File: config.mk
export PLATFORM = sky130hd
export DESIGN_NAME = irq_power_ctrl
export DESIGN_NICKNAME = d
export VERILOG_FILES = /design/src/rtl/irq_power_pkg.sv /design/src/rtl/pin_sync2.sv /design/src/rtl/irq_flag.sv /design/src/rtl/irq_power_ctrl.sv
export SDC_FILE = /design/constraint.sdc
export NUM_CORES = 1
export LEC_CHECK = 0
export BUFFER_PORTS_ARGS = -buffer_cell sky130_fd_sc_hd__buf_4
export CORE_MARGIN = 1
export CORE_UTILIZATION = 45
export CTS_CLUSTER_DIAMETER = 100
export DETAILED_ROUTE_END_ITERATION = 7
export PLACE_DENSITY_LB_ADDON = 0.08
export SLEW_MARGIN = 10
export SYNTH_ARGS = -nofsm -noshare
export SYNTH_HDL_FRONTEND = slang
export SYNTH_SLANG_ARGS = --single-unit
File: constraint.sdc
create_clock -name i_clk -period 1.8 [get_ports i_clk]
set_input_delay 0.18 -clock i_clk [delete_from_list [all_inputs] [get_ports i_clk]]
set_output_delay 0.18 -clock i_clk [all_outputs]
set_load 0.005 [all_outputs]
File: src/rtl/irq_power_pkg.sv
// Constants shared by the interrupt and power-mode logic.
// Assumes one 10 MHz clock that doubles as the oscillator clock.
`default_nettype none

package irq_power_pkg;

    // ------------------------------------------------------------
    // Interrupt sources and vectors
    // ------------------------------------------------------------
    localparam int         NUM_SRC    = 5;
    localparam int         NUM_HW_SRC = 4;
    localparam int         SRC_W      = 3;
    localparam logic [2:0] SRC_EXT0   = 3'h0;
    localparam logic [2:0] SRC_TMR0   = 3'h1;
    localparam logic [2:0] SRC_EXT1   = 3'h2;
    localparam logic [2:0] SRC_TMR1   = 3'h3;
    localparam logic [2:0] SRC_SERIAL = 3'h4;
    localparam int         VEC_W      = 16;
    localparam logic [15:0] VEC_EXT0   = 16'h0003;
    localparam logic [15:0] VEC_TMR0   = 16'h000b;
    localparam logic [15:0] VEC_EXT1   = 16'h0013;
    localparam logic [15:0] VEC_TMR1   = 16'h001b;
    localparam logic [15:0] VEC_SERIAL = 16'h0023;

    // ------------------------------------------------------------
    // Power control register
    // ------------------------------------------------------------
    localparam int         POWER_CONTROL_REGISTER_W       = 8;
    localparam int         POWER_CONTROL_REGISTER_IDLE_BIT = 0;
    localparam int         POWER_CONTROL_REGISTER_PD_BIT  = 1;
    localparam logic [7:0] POWER_CONTROL_REGISTER_RESET   = 8'h00;

    // ------------------------------------------------------------
    // Timing
    // ------------------------------------------------------------
    localparam int CLK_MHZ       = 10;
    localparam int OSC_PER_MC    = 12;
    localparam int LAT_XTAL_MHZ  = 12;
    localparam int LAT_MIN_US    = 3;
    localparam int LAT_MAX_US    = 7;
    localparam int LAT_MIN_MC    = (LAT_MIN_US * LAT_XTAL_MHZ + OSC_PER_MC - 1) / OSC_PER_MC;
    localparam int LAT_MAX_MC    = (LAT_MAX_US * LAT_XTAL_MHZ) / OSC_PER_MC;
    localparam int MC_CNT_W      = 4;

    typedef enum logic [1:0] {
        PWR_RUN  = 2'b00,
        PWR_IDLE = 2'b01,
        PWR_DOWN = 2'b10
    } pwr_state_e;

endpackage

`default_nettype wire

File: src/rtl/pin_sync2.sv
// Two-flop synchroniser for asynchronous pin inputs.
// Assumes the pins are quasi-static compared with i_clk.
`default_nettype none

module pin_sync2 #(
    parameter int WIDTH = 1
) (
    // Clock and reset
    input  wire logic             i_clk,
    input  wire logic             i_srst,
    // Pins and synchronised copy
    input  wire logic [WIDTH-1:0] i_d,
    output logic      [WIDTH-1:0] o_q
);

    logic [WIDTH-1:0] meta_reg;

    // Pins idle high, so both stages reset high to avoid a false request.
    always_ff @(posedge i_clk) begin
        if (i_srst) begin
            meta_reg <= '1;
            o_q      <= '1;
        end else begin
            meta_reg <= i_d;
            o_q      <= meta_reg;
        end
    end

endmodule

`default_nettype wire

File: src/rtl/irq_flag.sv
// One hardware-cleared request flag, edge or level triggered.
// Assumes i_active is already in the i_clk domain.
`default_nettype none

module irq_flag (
    // Clock and reset
    input  wire logic i_clk,
    input  wire logic i_srst,
    // Control
    input  wire logic i_level_mode,
    input  wire logic i_active,
    input  wire logic i_clear,
    // Flag
    output logic      o_flag
);

    logic prev_reg;
    logic set;

    assign set = i_level_mode ? i_active : (i_active & ~prev_reg);

    always_ff @(posedge i_clk) begin
        if (i_srst) begin
            prev_reg <= 1'b0;
        end else begin
            prev_reg <= i_active;
        end
    end

    // A new edge in the cycle of the clear wins, so no event is lost.
    always_ff @(posedge i_clk) begin
        if (i_srst) begin
            o_flag <= 1'b0;
        end else if (set) begin
            o_flag <= 1'b1;
        end else if (i_clear || i_level_mode) begin
            o_flag <= 1'b0;
        end
    end
endmodule

`default_nettype wire

File: src/rtl/irq_power_ctrl.sv
// Interrupt controller and idle / power-down control of the MCU.
// Assumes a CPU core that takes vectors on i_irq_ack and signals returns
// on i_reti, and on-chip peripherals on i_clk that pulse or hold flags.
`default_nettype none

module irq_power_ctrl
    import irq_power_pkg::*;
(
    // Clock and reset
    input  wire logic                        i_clk,
    input  wire logic                        i_srst,
    // Pins, asynchronous
    input  wire logic                        i_ext_irq_0_n,
    input  wire logic                        i_external_irq_1_n,
    input  wire logic                        i_ext_access_n,
    // Peripheral requests
    input  wire logic                        i_timer0_ovf,
    input  wire logic                        i_timer1_ovf,
    input  wire logic                        i_serial_flag,
    input  wire logic                        i_nvm_irq_flag,
    input  wire logic                        i_nvm_irq_enable,
    input  wire logic                        i_erase_write_busy_flag,
    // Interrupt configuration
    input  wire logic                        i_global_enable,
    input  wire logic [irq_power_pkg::NUM_SRC-1:0] i_source_enable,
    input  wire logic [irq_power_pkg::NUM_SRC-1:0] i_source_high_pri,
    input  wire logic [1:0]                  i_ext_level_mode,
    // Power control register access
    input  wire logic                        i_power_control_register_wr,
    input  wire logic [irq_power_pkg::POWER_CONTROL_REGISTER_W-1:0] i_power_control_register_wdata,
    output logic      [irq_power_pkg::POWER_CONTROL_REGISTER_W-1:0] o_power_control_register,
    // CPU interrupt handshake
    input  wire logic                        i_irq_ack,
    input  wire logic                        i_reti,
    output logic                             o_irq_req,
    output logic      [irq_power_pkg::VEC_W-1:0] o_irq_vector,
    output logic                             o_irq_high,
    output logic      [irq_power_pkg::NUM_SRC-1:0] o_irq_flags,
    // Power and pin control
    output logic                             o_cpu_halt,
    output logic                             o_osc_stop,
    output logic                             o_nvm_abort,
    output logic                             o_pin_override,
    output logic                             o_ale_level,
    output logic                             o_program_store_strobe_level,
    output logic                             o_port0_float,
    output logic                             o_port2_address
);

    // ------------------------------------------------------------
    // Declarations
    // ------------------------------------------------------------
    logic [MC_CNT_W-1:0]   mc_cnt_reg;
    logic                  mc_tick;
    logic [2:0]            pin_sync;
    logic                  strap_done_reg;
    logic                  ext_mem_reg;
    logic [NUM_HW_SRC-1:0] hw_act;
    logic [NUM_HW_SRC-1:0] hw_lvl;
    logic [NUM_HW_SRC-1:0] hw_clr;
    logic [NUM_HW_SRC-1:0] hw_flag;
    logic                  nvm_req;
    logic [NUM_SRC-1:0]    flags;
    logic [NUM_SRC-1:0]    eligible;
    logic [NUM_SRC-1:0]    seen_reg;
    logic [NUM_SRC-1:0]    cand;
    logic                  in_hi_reg;
    logic                  in_lo_reg;
    logic                  sel_ok;
    logic                  sel_hi;
    logic [SRC_W-1:0]      sel_src;
    logic [SRC_W-1:0]      req_src_reg;
    logic                  ack_take;
    logic                  wake;
    logic                  power_control_register_wr_ok;
    pwr_state_e            pwr_reg;
    pwr_state_e            pwr_next;

    // ------------------------------------------------------------
    // Helpers
    // ------------------------------------------------------------
    function automatic logic [SRC_W-1:0] first_src(input logic [NUM_SRC-1:0] m);
        logic [SRC_W-1:0] r;
        r = '0;
        for (int k = NUM_SRC - 1; k >= 0; k--) begin
            if (m[k]) begin
                r = k[SRC_W-1:0];
            end
        end
        return r;
    endfunction

    function automatic logic [VEC_W-1:0] vec_of(input logic [SRC_W-1:0] s);
        logic [VEC_W-1:0] v;
        case (s)
            SRC_EXT0: v = VEC_EXT0;
            SRC_TMR0: v = VEC_TMR0;
            SRC_EXT1: v = VEC_EXT1;
            SRC_TMR1: v = VEC_TMR1;
            default:  v = VEC_SERIAL;
        endcase
        return v;
    endfunction

    // ------------------------------------------------------------
    // Machine-cycle divider
    // ------------------------------------------------------------
    assign mc_tick = (mc_cnt_reg == MC_CNT_W'(OSC_PER_MC - 1));

    always_ff @(posedge i_clk) begin
        if (i_srst || mc_tick) begin
            mc_cnt_reg <= '0;
        end else begin
            mc_cnt_reg <= mc_cnt_reg + 1'b1;
        end
    end

    // ------------------------------------------------------------
    // Pins and program-memory strap
    // ------------------------------------------------------------
    pin_sync2 #(
        .WIDTH (2)
    ) u_pin_sync (
        .i_clk  (i_clk),
        .i_srst (i_srst),
        .i_d    ({i_external_irq_1_n, i_ext_irq_0_n}),
        .o_q    (pin_sync[1:0])
    );

    // The strap copy stays out of reset so that it already holds the settled
    // pin at release; a reset copy would always read internal memory.
    pin_sync2 #(
        .WIDTH (1)
    ) u_strap_sync (
        .i_clk  (i_clk),
        .i_srst (1'b0),
        .i_d    (i_ext_access_n),
        .o_q    (pin_sync[2])
    );

    // The memory strap is caught once after reset release, never live.
    always_ff @(posedge i_clk) begin
        if (i_srst) begin
            strap_done_reg <= 1'b0;
            ext_mem_reg    <= 1'b0;
        end else if (!strap_done_reg) begin
            strap_done_reg <= 1'b1;
            ext_mem_reg    <= ~pin_sync[2];
        end
    end

    // ------------------------------------------------------------
    // Request flags
    // ------------------------------------------------------------
    assign hw_act = {i_timer1_ovf, ~pin_sync[1], i_timer0_ovf, ~pin_sync[0]};
    assign hw_lvl = {1'b0, i_ext_level_mode[1], 1'b0, i_ext_level_mode[0]};

    for (genvar g = 0; g < NUM_HW_SRC; g++) begin : g_flag
        assign hw_clr[g] = ack_take && (req_src_reg == SRC_W'(g));
        irq_flag u_flag (
            .i_clk        (i_clk),
            .i_srst       (i_srst),
            .i_level_mode (hw_lvl[g]),
            .i_active     (hw_act[g]),
            .i_clear      (hw_clr[g]),
            .o_flag       (hw_flag[g])
        );
    end

    // Serial and memory flags are owned and cleared by their peripherals.
    assign nvm_req  = i_nvm_irq_flag && i_nvm_irq_enable;
    assign flags    = {i_serial_flag | nvm_req, hw_flag};
    assign eligible = flags & i_source_enable & {NUM_SRC{i_global_enable}};
    assign o_irq_flags = flags;

    // ------------------------------------------------------------
    // Priority selection and polling
    // ------------------------------------------------------------
    assign cand = seen_reg & eligible;

    always_comb begin
        sel_ok  = 1'b0;
        sel_hi  = 1'b0;
        sel_src = '0;
        if (|(cand & i_source_high_pri) && !in_hi_reg) begin
            sel_ok  = 1'b1;
            sel_hi  = 1'b1;
            sel_src = first_src(cand & i_source_high_pri);
        end else if (|(cand & ~i_source_high_pri) && !in_hi_reg && !in_lo_reg) begin
            sel_ok  = 1'b1;
            sel_src = first_src(cand & ~i_source_high_pri);
        end
    end

    assign ack_take = i_irq_ack && o_irq_req;

    // Flags are latched at one machine-cycle boundary and polled at the next,
    // which keeps the request inside the allowed response window.
    always_ff @(posedge i_clk) begin
        if (i_srst) begin
            seen_reg <= '0;
        end else if (mc_tick) begin
            seen_reg <= eligible;
        end
    end

    always_ff @(posedge i_clk) begin
        if (i_srst) begin
            o_irq_req    <= 1'b0;
            o_irq_high   <= 1'b0;
            o_irq_vector <= '0;
            req_src_reg  <= '0;
        end else if (ack_take || !i_global_enable || pwr_reg == PWR_DOWN) begin
            o_irq_req <= 1'b0;
        end else if (mc_tick && sel_ok && !o_irq_req) begin
            o_irq_req    <= 1'b1;
            o_irq_high   <= sel_hi;
            req_src_reg  <= sel_src;
            o_irq_vector <= vec_of(sel_src);
        end
    end

    // In-service levels give two nesting levels; a return pops the higher.
    always_ff @(posedge i_clk) begin
        if (i_srst) begin
            in_hi_reg <= 1'b0;
            in_lo_reg <= 1'b0;
        end else if (ack_take) begin
            in_hi_reg <= in_hi_reg | o_irq_high;
            in_lo_reg <= in_lo_reg | ~o_irq_high;
        end else if (i_reti) begin
            if (in_hi_reg) begin
                in_hi_reg <= 1'b0;
            end else begin
                in_lo_reg <= 1'b0;
            end
        end
    end

    // ------------------------------------------------------------
    // Power modes
    // ------------------------------------------------------------
    assign wake       = |eligible;
    assign power_control_register_wr_ok = i_power_control_register_wr && (pwr_reg == PWR_RUN);

    always_comb begin
        pwr_next = pwr_reg;
        case (pwr_reg)
            PWR_RUN: begin
                if (power_control_register_wr_ok && i_power_control_register_wdata[POWER_CONTROL_REGISTER_PD_BIT]) begin
                    pwr_next = PWR_DOWN;
                end else if (power_control_register_wr_ok && i_power_control_register_wdata[POWER_CONTROL_REGISTER_IDLE_BIT]) begin
                    pwr_next = PWR_IDLE;
                end
            end
            PWR_IDLE: begin
                if (wake) begin
                    pwr_next = PWR_RUN;
                end
            end
            PWR_DOWN: begin
                pwr_next = PWR_DOWN;
            end
            default: begin
                pwr_next = PWR_RUN;
            end
        endcase
    end

    // Reset is synchronous and returns every mode to run, as at power-on.
    always_ff @(posedge i_clk) begin
        if (i_srst) begin
            pwr_reg <= PWR_RUN;
        end else begin
            pwr_reg <= pwr_next;
        end
    end

    always_ff @(posedge i_clk) begin
        if (i_srst) begin
            o_power_control_register <= POWER_CONTROL_REGISTER_RESET;
        end else if (power_control_register_wr_ok) begin
            o_power_control_register <= i_power_control_register_wdata;
        end else if (pwr_reg == PWR_IDLE && wake) begin
            o_power_control_register[POWER_CONTROL_REGISTER_IDLE_BIT] <= 1'b0;
        end
    end

    // Entering a low-power mode mid erase/write aborts that operation.
    always_ff @(posedge i_clk) begin
        if (i_srst) begin
            o_nvm_abort <= 1'b0;
        end else begin
            o_nvm_abort <= power_control_register_wr_ok && i_erase_write_busy_flag
                && (i_power_control_register_wdata[POWER_CONTROL_REGISTER_PD_BIT] || i_power_control_register_wdata[POWER_CONTROL_REGISTER_IDLE_BIT]);
        end
    end

    // Only the CPU is frozen in idle; timers, serial port and this
    // interrupt logic keep their clock. Power-down stops the oscillator and
    // guarantees nothing beyond RAM and the nonvolatile array.
    always_ff @(posedge i_clk) begin
        if (i_srst) begin
            o_cpu_halt                   <= 1'b0;
            o_osc_stop                   <= 1'b0;
            o_pin_override               <= 1'b0;
            o_ale_level                  <= 1'b0;
            o_program_store_strobe_level <= 1'b0;
            o_port0_float                <= 1'b0;
            o_port2_address              <= 1'b0;
        end else begin
            o_cpu_halt                   <= pwr_next != PWR_RUN;
            o_osc_stop                   <= pwr_next == PWR_DOWN;
            o_pin_override               <= pwr_next != PWR_RUN;
            o_ale_level                  <= pwr_next == PWR_IDLE;
            o_program_store_strobe_level <= pwr_next == PWR_IDLE;
            o_port0_float                <= (pwr_next != PWR_RUN) && ext_mem_reg;
            o_port2_address              <= (pwr_next == PWR_IDLE) && ext_mem_reg;
        end
    end

    logic [MC_CNT_W-1:0] wait_mc_reg;
    logic                serve_ok;

    // Only a request that outranks the service level is owed a quick answer.
    assign serve_ok = !in_hi_reg
        && ((|(eligible & i_source_high_pri)) || (!in_lo_reg && (|eligible)));

    always_ff @(posedge i_clk) begin
        if (i_srst || o_irq_req || !serve_ok || pwr_reg == PWR_DOWN) begin
            wait_mc_reg <= '0;
        end else if (mc_tick && wait_mc_reg != '1) begin
            wait_mc_reg <= wait_mc_reg + 1'b1;
        end
    end
endmodule

`default_nettype wire

# Word-level counts from Yosys, hierarchy flattened
# Index checks and enable logic that the tools add are counted.
# Widths: inputs -> output; s select.
[classes]
addsub = 1
n_eq_ne = 12
muxes = 38
n_bitwise = 22
n_reduce_logical = 45
[ops]
columns = ["op", "count"]
rows = [
  ["$mux 3", 12],
  ["$and 5x5->5", 5],
  ["$pmux 6 s4", 1],
  ["$mux 1", 21],
  ["$logic_and 1x1->1", 19],
  ["$reduce_or 5->1", 3],
  ["$reduce_bool 2->1", 7],
  ["$eq 3x2->1 const B", 4],
  ["$not 1->1", 9],
  ["$eq 3x1->1 const B", 2],
  ["$logic_not 3->1", 2],
  ["$logic_or 1x1->1", 6],
  ["$mux 2", 3],
  ["$pmux 2 s3", 1],
  ["$not 5->5", 1],
  ["$add 4x1->4 const B", 1],
  ["$and 1x1->1", 4],
  ["$eq 2x1->1 const B", 2],
  ["$eq 2x2->1 const B", 2],
  ["$eq 4x4->1 const B", 1],
  ["$logic_not 1->1", 4],
  ["$reduce_and 2->1", 2],
  ["$or 1x1->1", 3],
  ["$logic_not 2->1", 1],
  ["2 further kinds", 2],
]
[word_totals]
regBits = 64
output_inout_bits = 39
elab_cells = 149

# Logic depth before layout (Yosys ltp)
# Gate-level depths: netlist of run 1.
[depth]
word_depth = 15
mapped_depth = 7
depth_no_buf = 6

# Cells and area by module
# From an unflattened synthesis of run 1, not the netlist that was laid out.
[unflattened]
hier_cells = 241
area_unflattened_um2 = 2285.9
[by_module_without_submodules]
columns = ["module", "instances", "cells_per_inst", "area_each_um2", "seq_area_each_um2"]
rows = [
  ["irq_power_ctrl", 1, 205, 1828.0, 760.7],
  ["irq_flag", 4, 6, 75.1, 40.0],
  ["pin_sync2 at u_pin_sync", 1, 8, 105.1, 80.1],
  ["pin_sync2 at u_strap_sync", 1, 4, 52.6, 40.0],
]

# Worst setup path after synthesis of run 1
# OpenSTA, ideal clock, no wires.
[synth_path]
kind = "register -> register"
startpoint = "register mc_cnt_reg[0]"
endpoint = "register req_src_reg[2]"
setup_ns = 0.117
arrival_ns = 1.642
t_required_ns = 1.683
setup_slack_ns = 0.041
stages_incl_launch_ff = 8
synth_period_minus_slack_ns = 1.759
cell_sequence = "dfxtp_1 > ha_1 > nand2_1 > or2_2 > clkbuf_1 > a311oi_4 > nor2_1 > a22o_1"
[synth_via]
elab_chain_len = 4
[synth_rtl]
columns = ["item", "line_no", "source"]
rows = [
  ["start, declared", "irq_power_ctrl.sv:53", "logic [MC_CNT_W-1:0] mc_cnt_reg;"],
  ["start signal, assigned", "irq_power_ctrl.sv:114", "mc_cnt_reg <= mc_cnt_reg + 1'b1;"],
  ["$eq 4x4->1", "irq_power_ctrl.sv:108", "assign mc_tick = (mc_cnt_reg == MC_CNT_W'(OSC_PER_MC - 1));"],
  ["$logic_and 1x1->1 (2 in series)", "irq_power_ctrl.sv:215", "end else if (mc_tick && sel_ok && !o_irq_req) begin"],
  ["$reduce_and 2->1 (no source line)", "n/a", ""],
  ["end signal, assigned", "irq_power_ctrl.sv:218", "req_src_reg <= sel_src;"],
  ["end, declared", "irq_power_ctrl.sv:72", "logic [SRC_W-1:0] req_src_reg;"],
]
# No other way between the ends.
# A chain may end at the register's enable or synchronous reset.

# Final worst setup path of run 1
# Ends and elaborated chain as after synthesis.

==> results of run 1 <==
-- timing repair --
| item | in CTS | in global routing |
|---|---|---|
| buffers inserted | 0 | 1 |
| setup endpoints to repair | 0 | 8 |
| hold buffers | 1 | 0 |
| hold endpoints to repair | 1 | 0 |
| gates resized for setup | 0 | 3 |
-- per-stage QoR --
step / worst slack, ns / std cells / util, % / setup TNS [ns]
finish: 0.06332 / 389 / 60.48 / 0
global route: -0.02205 / 389 / 60.48 / -0.03627
CTS: 0.009257 / 388 / 60.16 / 0
detailed placement: -0.003416 / 379 / 57.99 / -0.005225
global placement: 0.05675 / 379 / 57.99 / 0
floorplan: 0.04098 / 260 / - / 0
-- cell families (layout without fill, tap and decap cells) --
kind of cell	after synthesis	count (layout)
AO/OA/AOI/OAI	54	54
XOR/XNOR	1	1
adder cells (fa/ha/maj)	1	1
buffers and inverters	33	95
flip-flops	52	52
multiplexers	4	4
other	1	11
AND/OR/NAND/NOR	104	104
-- power breakdown --
group	switching (mW)	internal (mW)	total, mW
registers	0.0215	1.19	1.22
logic	0.116	0.135	0.251
clock network	0.353	0.307	0.661
-- metal layers --
layer,up-vias,part of all wire (%),track usage (%)
met5,-,0,0
met4,0,1.6,6.972
met3,6,6.5,5.278
met2,58,46,31.15
met1,872,46,24.39
li1,984,-,-
-- layout make-up --
| class | count | area [µm²] | share of cell area [%] |
|---|---|---|---|
| Sequential cell | 52 | 1042 | 36.49 |
| Multi-Input combinational cell | 175 | 1008 | 35.30 |
| Timing Repair Buffer | 79 | 599.3 | 20.98 |
| Tap cell | 67 | 83.83 | 2.935 |
| Clock buffer | 6 | 82.58 | 2.891 |
| Inverter | 8 | 30.03 | 1.051 |
| Clock inverter | 2 | 10.01 | 0.3504 |
-- critical path, delay by kind of cell (launching register included) --
family	cells	cell delay [ns]
DFF	1	0.35
and+or+nand+nor	3	0.44
buffers and inverters	1	0.17
adders and majority gates	1	0.20
AOI/OAI and AO/OA	2	0.47
-- cells in the final DEF (no fill, tap or decap), types with 8 or more instances in the layout --
cell	count
buf_4	77
or2_2	8
nor2_1	25
inv_1	8
nand3_1	8
o21ai_0	8
conb_1	11
dfxtp_1	51
nand2_1	30
a21oi_1	22
-- worst max-delay path by stage --
stage                                  start                            to  slack [ns]  cells past startpoint
floorplan           mc_cnt_reg[0]$_SDFF_PP0_   req_src_reg[2]$_SDFFE_PP0P_        0.04                      7
detailed placement           i_global_enable   req_src_reg[2]$_SDFFE_PP0P_      -0.003                      7
CTS                 mc_cnt_reg[0]$_SDFF_PP0_   req_src_reg[0]$_SDFFE_PP0P_       0.009                      6
finish              mc_cnt_reg[0]$_SDFF_PP0_   req_src_reg[2]$_SDFFE_PP0P_        0.06                      7
global placement             i_global_enable  o_irq_vector[5]$_SDFFE_PP0P_        0.06                      7
global route        seen_reg[3]$_SDFFE_PP0N_  o_irq_vector[5]$_SDFFE_PP0P_       -0.02                      7
==> metrics.txt, run 1 <==
largest family of logic cells by synthesized area simple AND/OR/NAND/NOR gates; power per cell area between 700 and 800 mW/mm²; 1st-pass router iterations 4; Final #Nets 357; fill count between 400 and 500; vias in the first global route 1778; ordered cell list for the critical path ha_2, nand2_1, or2_2, a311oi_4, buf_6, nor2_1, a22o_1; hold_sp i_external_irq_1_n; mux contribution to synthesized area approximately 1.8%; CP max-delay cell dfxtp_2; fin crit share ~96%; Die ar. between 0.005 and 0.006 mm²; Synth-to-Final Area Change 28.76%; Placer Congestion between 0.7 and 0.8; Yosys cell types 47; prevailing post-synth register cell dfxtp_1; post-synthesis cell count between 200 and 300; pin count of the biggest net entering global routing 23; Routed WL 4.722 mm; CTS Buf Count 5; ANT nets after route 0; Post-Synth Adder-Cell Area 0.5640%; CP startpoint kind register; core area around 0.0047 mm²; max FFs per register 8; Tot GR Track Use roughly a fifth; Post-synth EDFFs 0; Synth area leaders dfxtp_1, buf_4, nand2_1; Post-Synth Simple-Gate Area a little under a quarter; Crit Reg-Reg Startpoint mc_cnt_reg[0]$_SDFF_PP0_; leakage power ~1.2 nW; first-pass GRT wire length 7.872 mm; Slew Limit Fails 0; Die X between 70 and 80 µm; CP max stage delay between 0.3 and 0.4 ns; share of cells above drive strength 1 about a third; crit-path max FO 8; Avg Inst Size Synth between 8 and 9 µm²; Yosys top cell area share roughly 47%; initial antenna violation count 0; most common cell in the netlist dfxtp_1; Mapped Area between 0.002 and 0.0025 mm²; DRC violations left 0; routed len/inst 12.14 µm; CTS sink cnt 52; final setup vio count 0; worst skew pair latency 0.29 ns; Setup CP Type reg2reg; hold_ws a little over 0.07 ns; Initial Utilization approximately 47%; Reg2Reg Depth 7; Placement Rows 25; # IOs 74; Root Driver clkbuf_8; hold path endpoint u_pin_sync.meta_reg[1]$_SDFF_PP1_; H-tree depth 2; end of the worst register-to-register path req_src_reg[2]$_SDFFE_PP0P_; design area 0.002856 mm²; WHS Path Cells 2; min cycle time layout 1.737 ns; Max-cap violations 0; DRT iter0 DRCs 74; GRT Residual Overflow 0; Max VDD drop between 0.4 and 0.5 mV; fmax approximately 0.58 GHz; Via density between 4 and 5; Die H a little over 70 µm; WP data arrival between 1.5 and 2 ns; number of port buffers slightly above 60; Post-synth ARST share 0%; CP Capture Type register; sequential-to-total area share from yosys stat approximately 47%; placed cell area about 0.0027 mm²; cell taking the most area after synthesis dfxtp_1; clk_skew around 0.0047 ns; Post-synth top cells dfxtp_1, nand2_1, nor2_1, a21oi_1, buf_4; n_diodes 0; Synth Area in Compound Gates around 17%; worst min path class in2reg; CTS tree yes; Yosys warning total 0; Hold Vio Cnt, Final 0; XOR/XNOR share of the synthesized area less than 1%; hpwl dp between 3 and 4 mm; total number of vias 1920; Critical Path RT ~2.0 ns; status finished, final reports clean; flop-to-flop setup slack around 0.063 ns; Final Power approximately 2.1 mW; CTS max path bufs 2; clock transition at the registers of the reported paths roughly 0.090 ns; flops & latches, synth 52
No activity file was read; power rests on OpenSTA's default activity.
==> run 2: changes to the inputs <==
--- a/config.mk
+++ b/config.mk
@@ -5,9 +5,9 @@
 export SDC_FILE = /design/constraint.sdc
 export NUM_CORES = 1
 export LEC_CHECK = 0
-export BUFFER_PORTS_ARGS = -buffer_cell sky130_fd_sc_hd__buf_4
+export BUFFER_PORTS_ARGS = -buffer_cell sky130_fd_sc_hd__buf_2
 export CORE_MARGIN = 1
-export CORE_UTILIZATION = 45
+export CORE_UTILIZATION = 35
 export CTS_CLUSTER_DIAMETER = 100
 export DETAILED_ROUTE_END_ITERATION = 7
 export PLACE_DENSITY_LB_ADDON = 0.08
==> metrics.txt, run 2 (synthesized netlist as in run 1, its figures left out) <==
Placement Rows 28 (+12%); Synth-to-Final Area Change 24.25%; CP max stage delay 0.43 ns (+0.08 ns); Final Power 2.100 mW (-1.3%); Die ar. 0.006660 mm² (+28%); ANT nets after route 0 (unchanged); n_diodes 0 (unchanged); worst min path class in2reg; H-tree depth 2 (unchanged); unrepaired setup endpoints after global routing no; utilization after layout 45.74% (-15 points); GRT Residual Overflow 0 (unchanged); fmax 0.5926 GHz (+2.9%); leakage power 1.230 nW (-0.52%); number of port buffers 62 (unchanged); Comb power frac 10.6% (-1.2 points); status finished, final reports clean; Slew Limit Fails 0 (unchanged); DRC violations left 0 (unchanged); commonest cells after routing, fill and taps aside buf_2, dfxtp_1, nand2_1, nor2_1, a21oi_1; Max-cap violations 0 (unchanged); # IOs 74 (unchanged); CP Capture Type register; DRT iter0 DRCs 74 (unchanged); clock transition at the registers of the reported paths 0.10 ns (about the same); CP max-delay cell dfxtp_1; vias in the first global route 1800 (+1.2%); Clock power frac 31.6% (+0.5 points); initial antenna violation count 0 (unchanged); routed len/inst 12.55 µm (+3.4%); total number of vias 1953 (+1.7%); Final #Nets 363 (+1.7%); placed cell area 0.002639 mm² (-3.7%); sw power 0.5233 mW (+6.7%); Initial Utilization 36.81% (-10 points); first-pass GRT wire length 8.204 mm (+4.2%); Die H 81.61 µm (+13%); Reg power frac 57.8% (+0.6 points); CTS sink cnt 52 (unchanged); Placer Congestion 0.8149 (+2.0%); Die X 81.61 µm (+13%); Hold Vio Cnt, Final 0 (unchanged); share of cells above drive strength 1 34.76% (+1.2 points); 1st-pass router iterations 4 (unchanged); final setup vio count 0 (unchanged); core area 0.006026 mm² (+28%); ordered cell list for the critical path nand4_2, o22ai_2, o21bai_2, a311oi_4, buf_6, nor2_1, a22o_1; Root Driver clkbuf_8; clk_skew 0.01293 ns (+0.008192 ns); max FFs per register 8 (unchanged); crit-path max FO 7 (-1); Bufs and invs on worst path 1 (unchanged); Tot GR Track Use 16.44% (-2.7 points); post-route setup TNS 0 ns (unchanged); CTS Buf Count 5 (unchanged); min cycle time layout 1.688 ns (-0.04908 ns); Critical Path RT 2.00 ns (about the same); hold_ws 0.04784 ns (-0.02263 ns); Routed WL 5.057 mm (+7.1%); Setup CP Type reg2reg; worst skew pair latency 0.30 ns (about the same); Int Power 1.577 mW (-3.7%); Sw Ratio 24.92% (+1.9 points); fin crit share 93.76% (-2.7 points); CP startpoint kind register; CTS max path bufs 2 (unchanged); CTS tree yes; hpwl dp 3.871 mm (+7.0%); commonest non-fill, non-tap cell in the layout buf_2; Via density 4.846 (-1.8%); WP data arrival 1.89 ns (-0.04 ns); pin count of the biggest net entering global routing 18 (-22%); power per cell area 761.9 mW/mm² (+2.3%); Max VDD drop 0.4703 mV (+17%); largest delay contributor family on the critical path compound AO/OA/AOI/OAI gates; design area 0.002756 mm² (-3.5%)
## run 2: metal layers
layer  up-vias  track usage, %  wire [µm]
li1        993               -          -
met1       895           21.54       2464
met2        60           26.25       2211
met3         5           4.000        325
met4         0           5.789         56
met5         -               0          0
## run 2: layout make-up
cell class	count	area [µm²]
Clock buffer	6	72.57
Clock inverter	2	16.27
Fill cell	624	3269
Inverter	8	30.03
Multi-Input combinational cell	175	1010
Sequential cell	52	1045
Tap cell	75	93.84
Timing Repair Buffer	85	489.2
## run 2: final timing paths
kind | startpoint | to | slack, ns | cells past startpoint
hold / removal | i_external_irq_1_n | u_pin_sync.meta_reg[1]$_SDFF_PP1_ | 0.05 | 2
setup / recovery | g_flag[0].u_flag.o_flag$_SDFFE_PP0P_ | o_irq_vector[5]$_SDFFE_PP0P_ | 0.11 | 7
setup reg to reg | g_flag[0].u_flag.o_flag$_SDFFE_PP0P_ | o_irq_vector[5]$_SDFFE_PP0P_ | 0.11 | 7
hold reg to reg | u_strap_sync.meta_reg$_DFF_P_ | u_strap_sync.o_q$_DFF_P_ | 0.34 | 0
## run 2: what timing repair did
item | 4_1_cts | 5_1_grt
gates resized for setup | 0 | 6
setup buffers | 0 | 1
hold endpoints to repair | 1 | 0
hold buffers | 1 | 0
setup endpoints to repair | 0 | 11
## run 2: power groups by stage
| stage | clock network, mW | logic (mW) | registers (mW) |
|---|---|---|---|
| floorplan | 0 | 0.132 | 1.24 |
| global placement | 0 | 0.222 | 1.24 |
| detailed placement | 0 | 0.222 | 1.24 |
| CTS | 0.689 | 0.224 | 1.22 |
| global route | 0.735 | 0.254 | 1.22 |
| finish | 0.664 | 0.222 | 1.21 |
## run 2: through the flow
step / worst slack (ns) / instances
detailed placement: 0.008075 / 393
global placement: 0.03121 / 393
floorplan: 0.04098 / 260
CTS: 0.05433 / 402
global route: 0.03131 / 403
finish: 0.1124 / 403
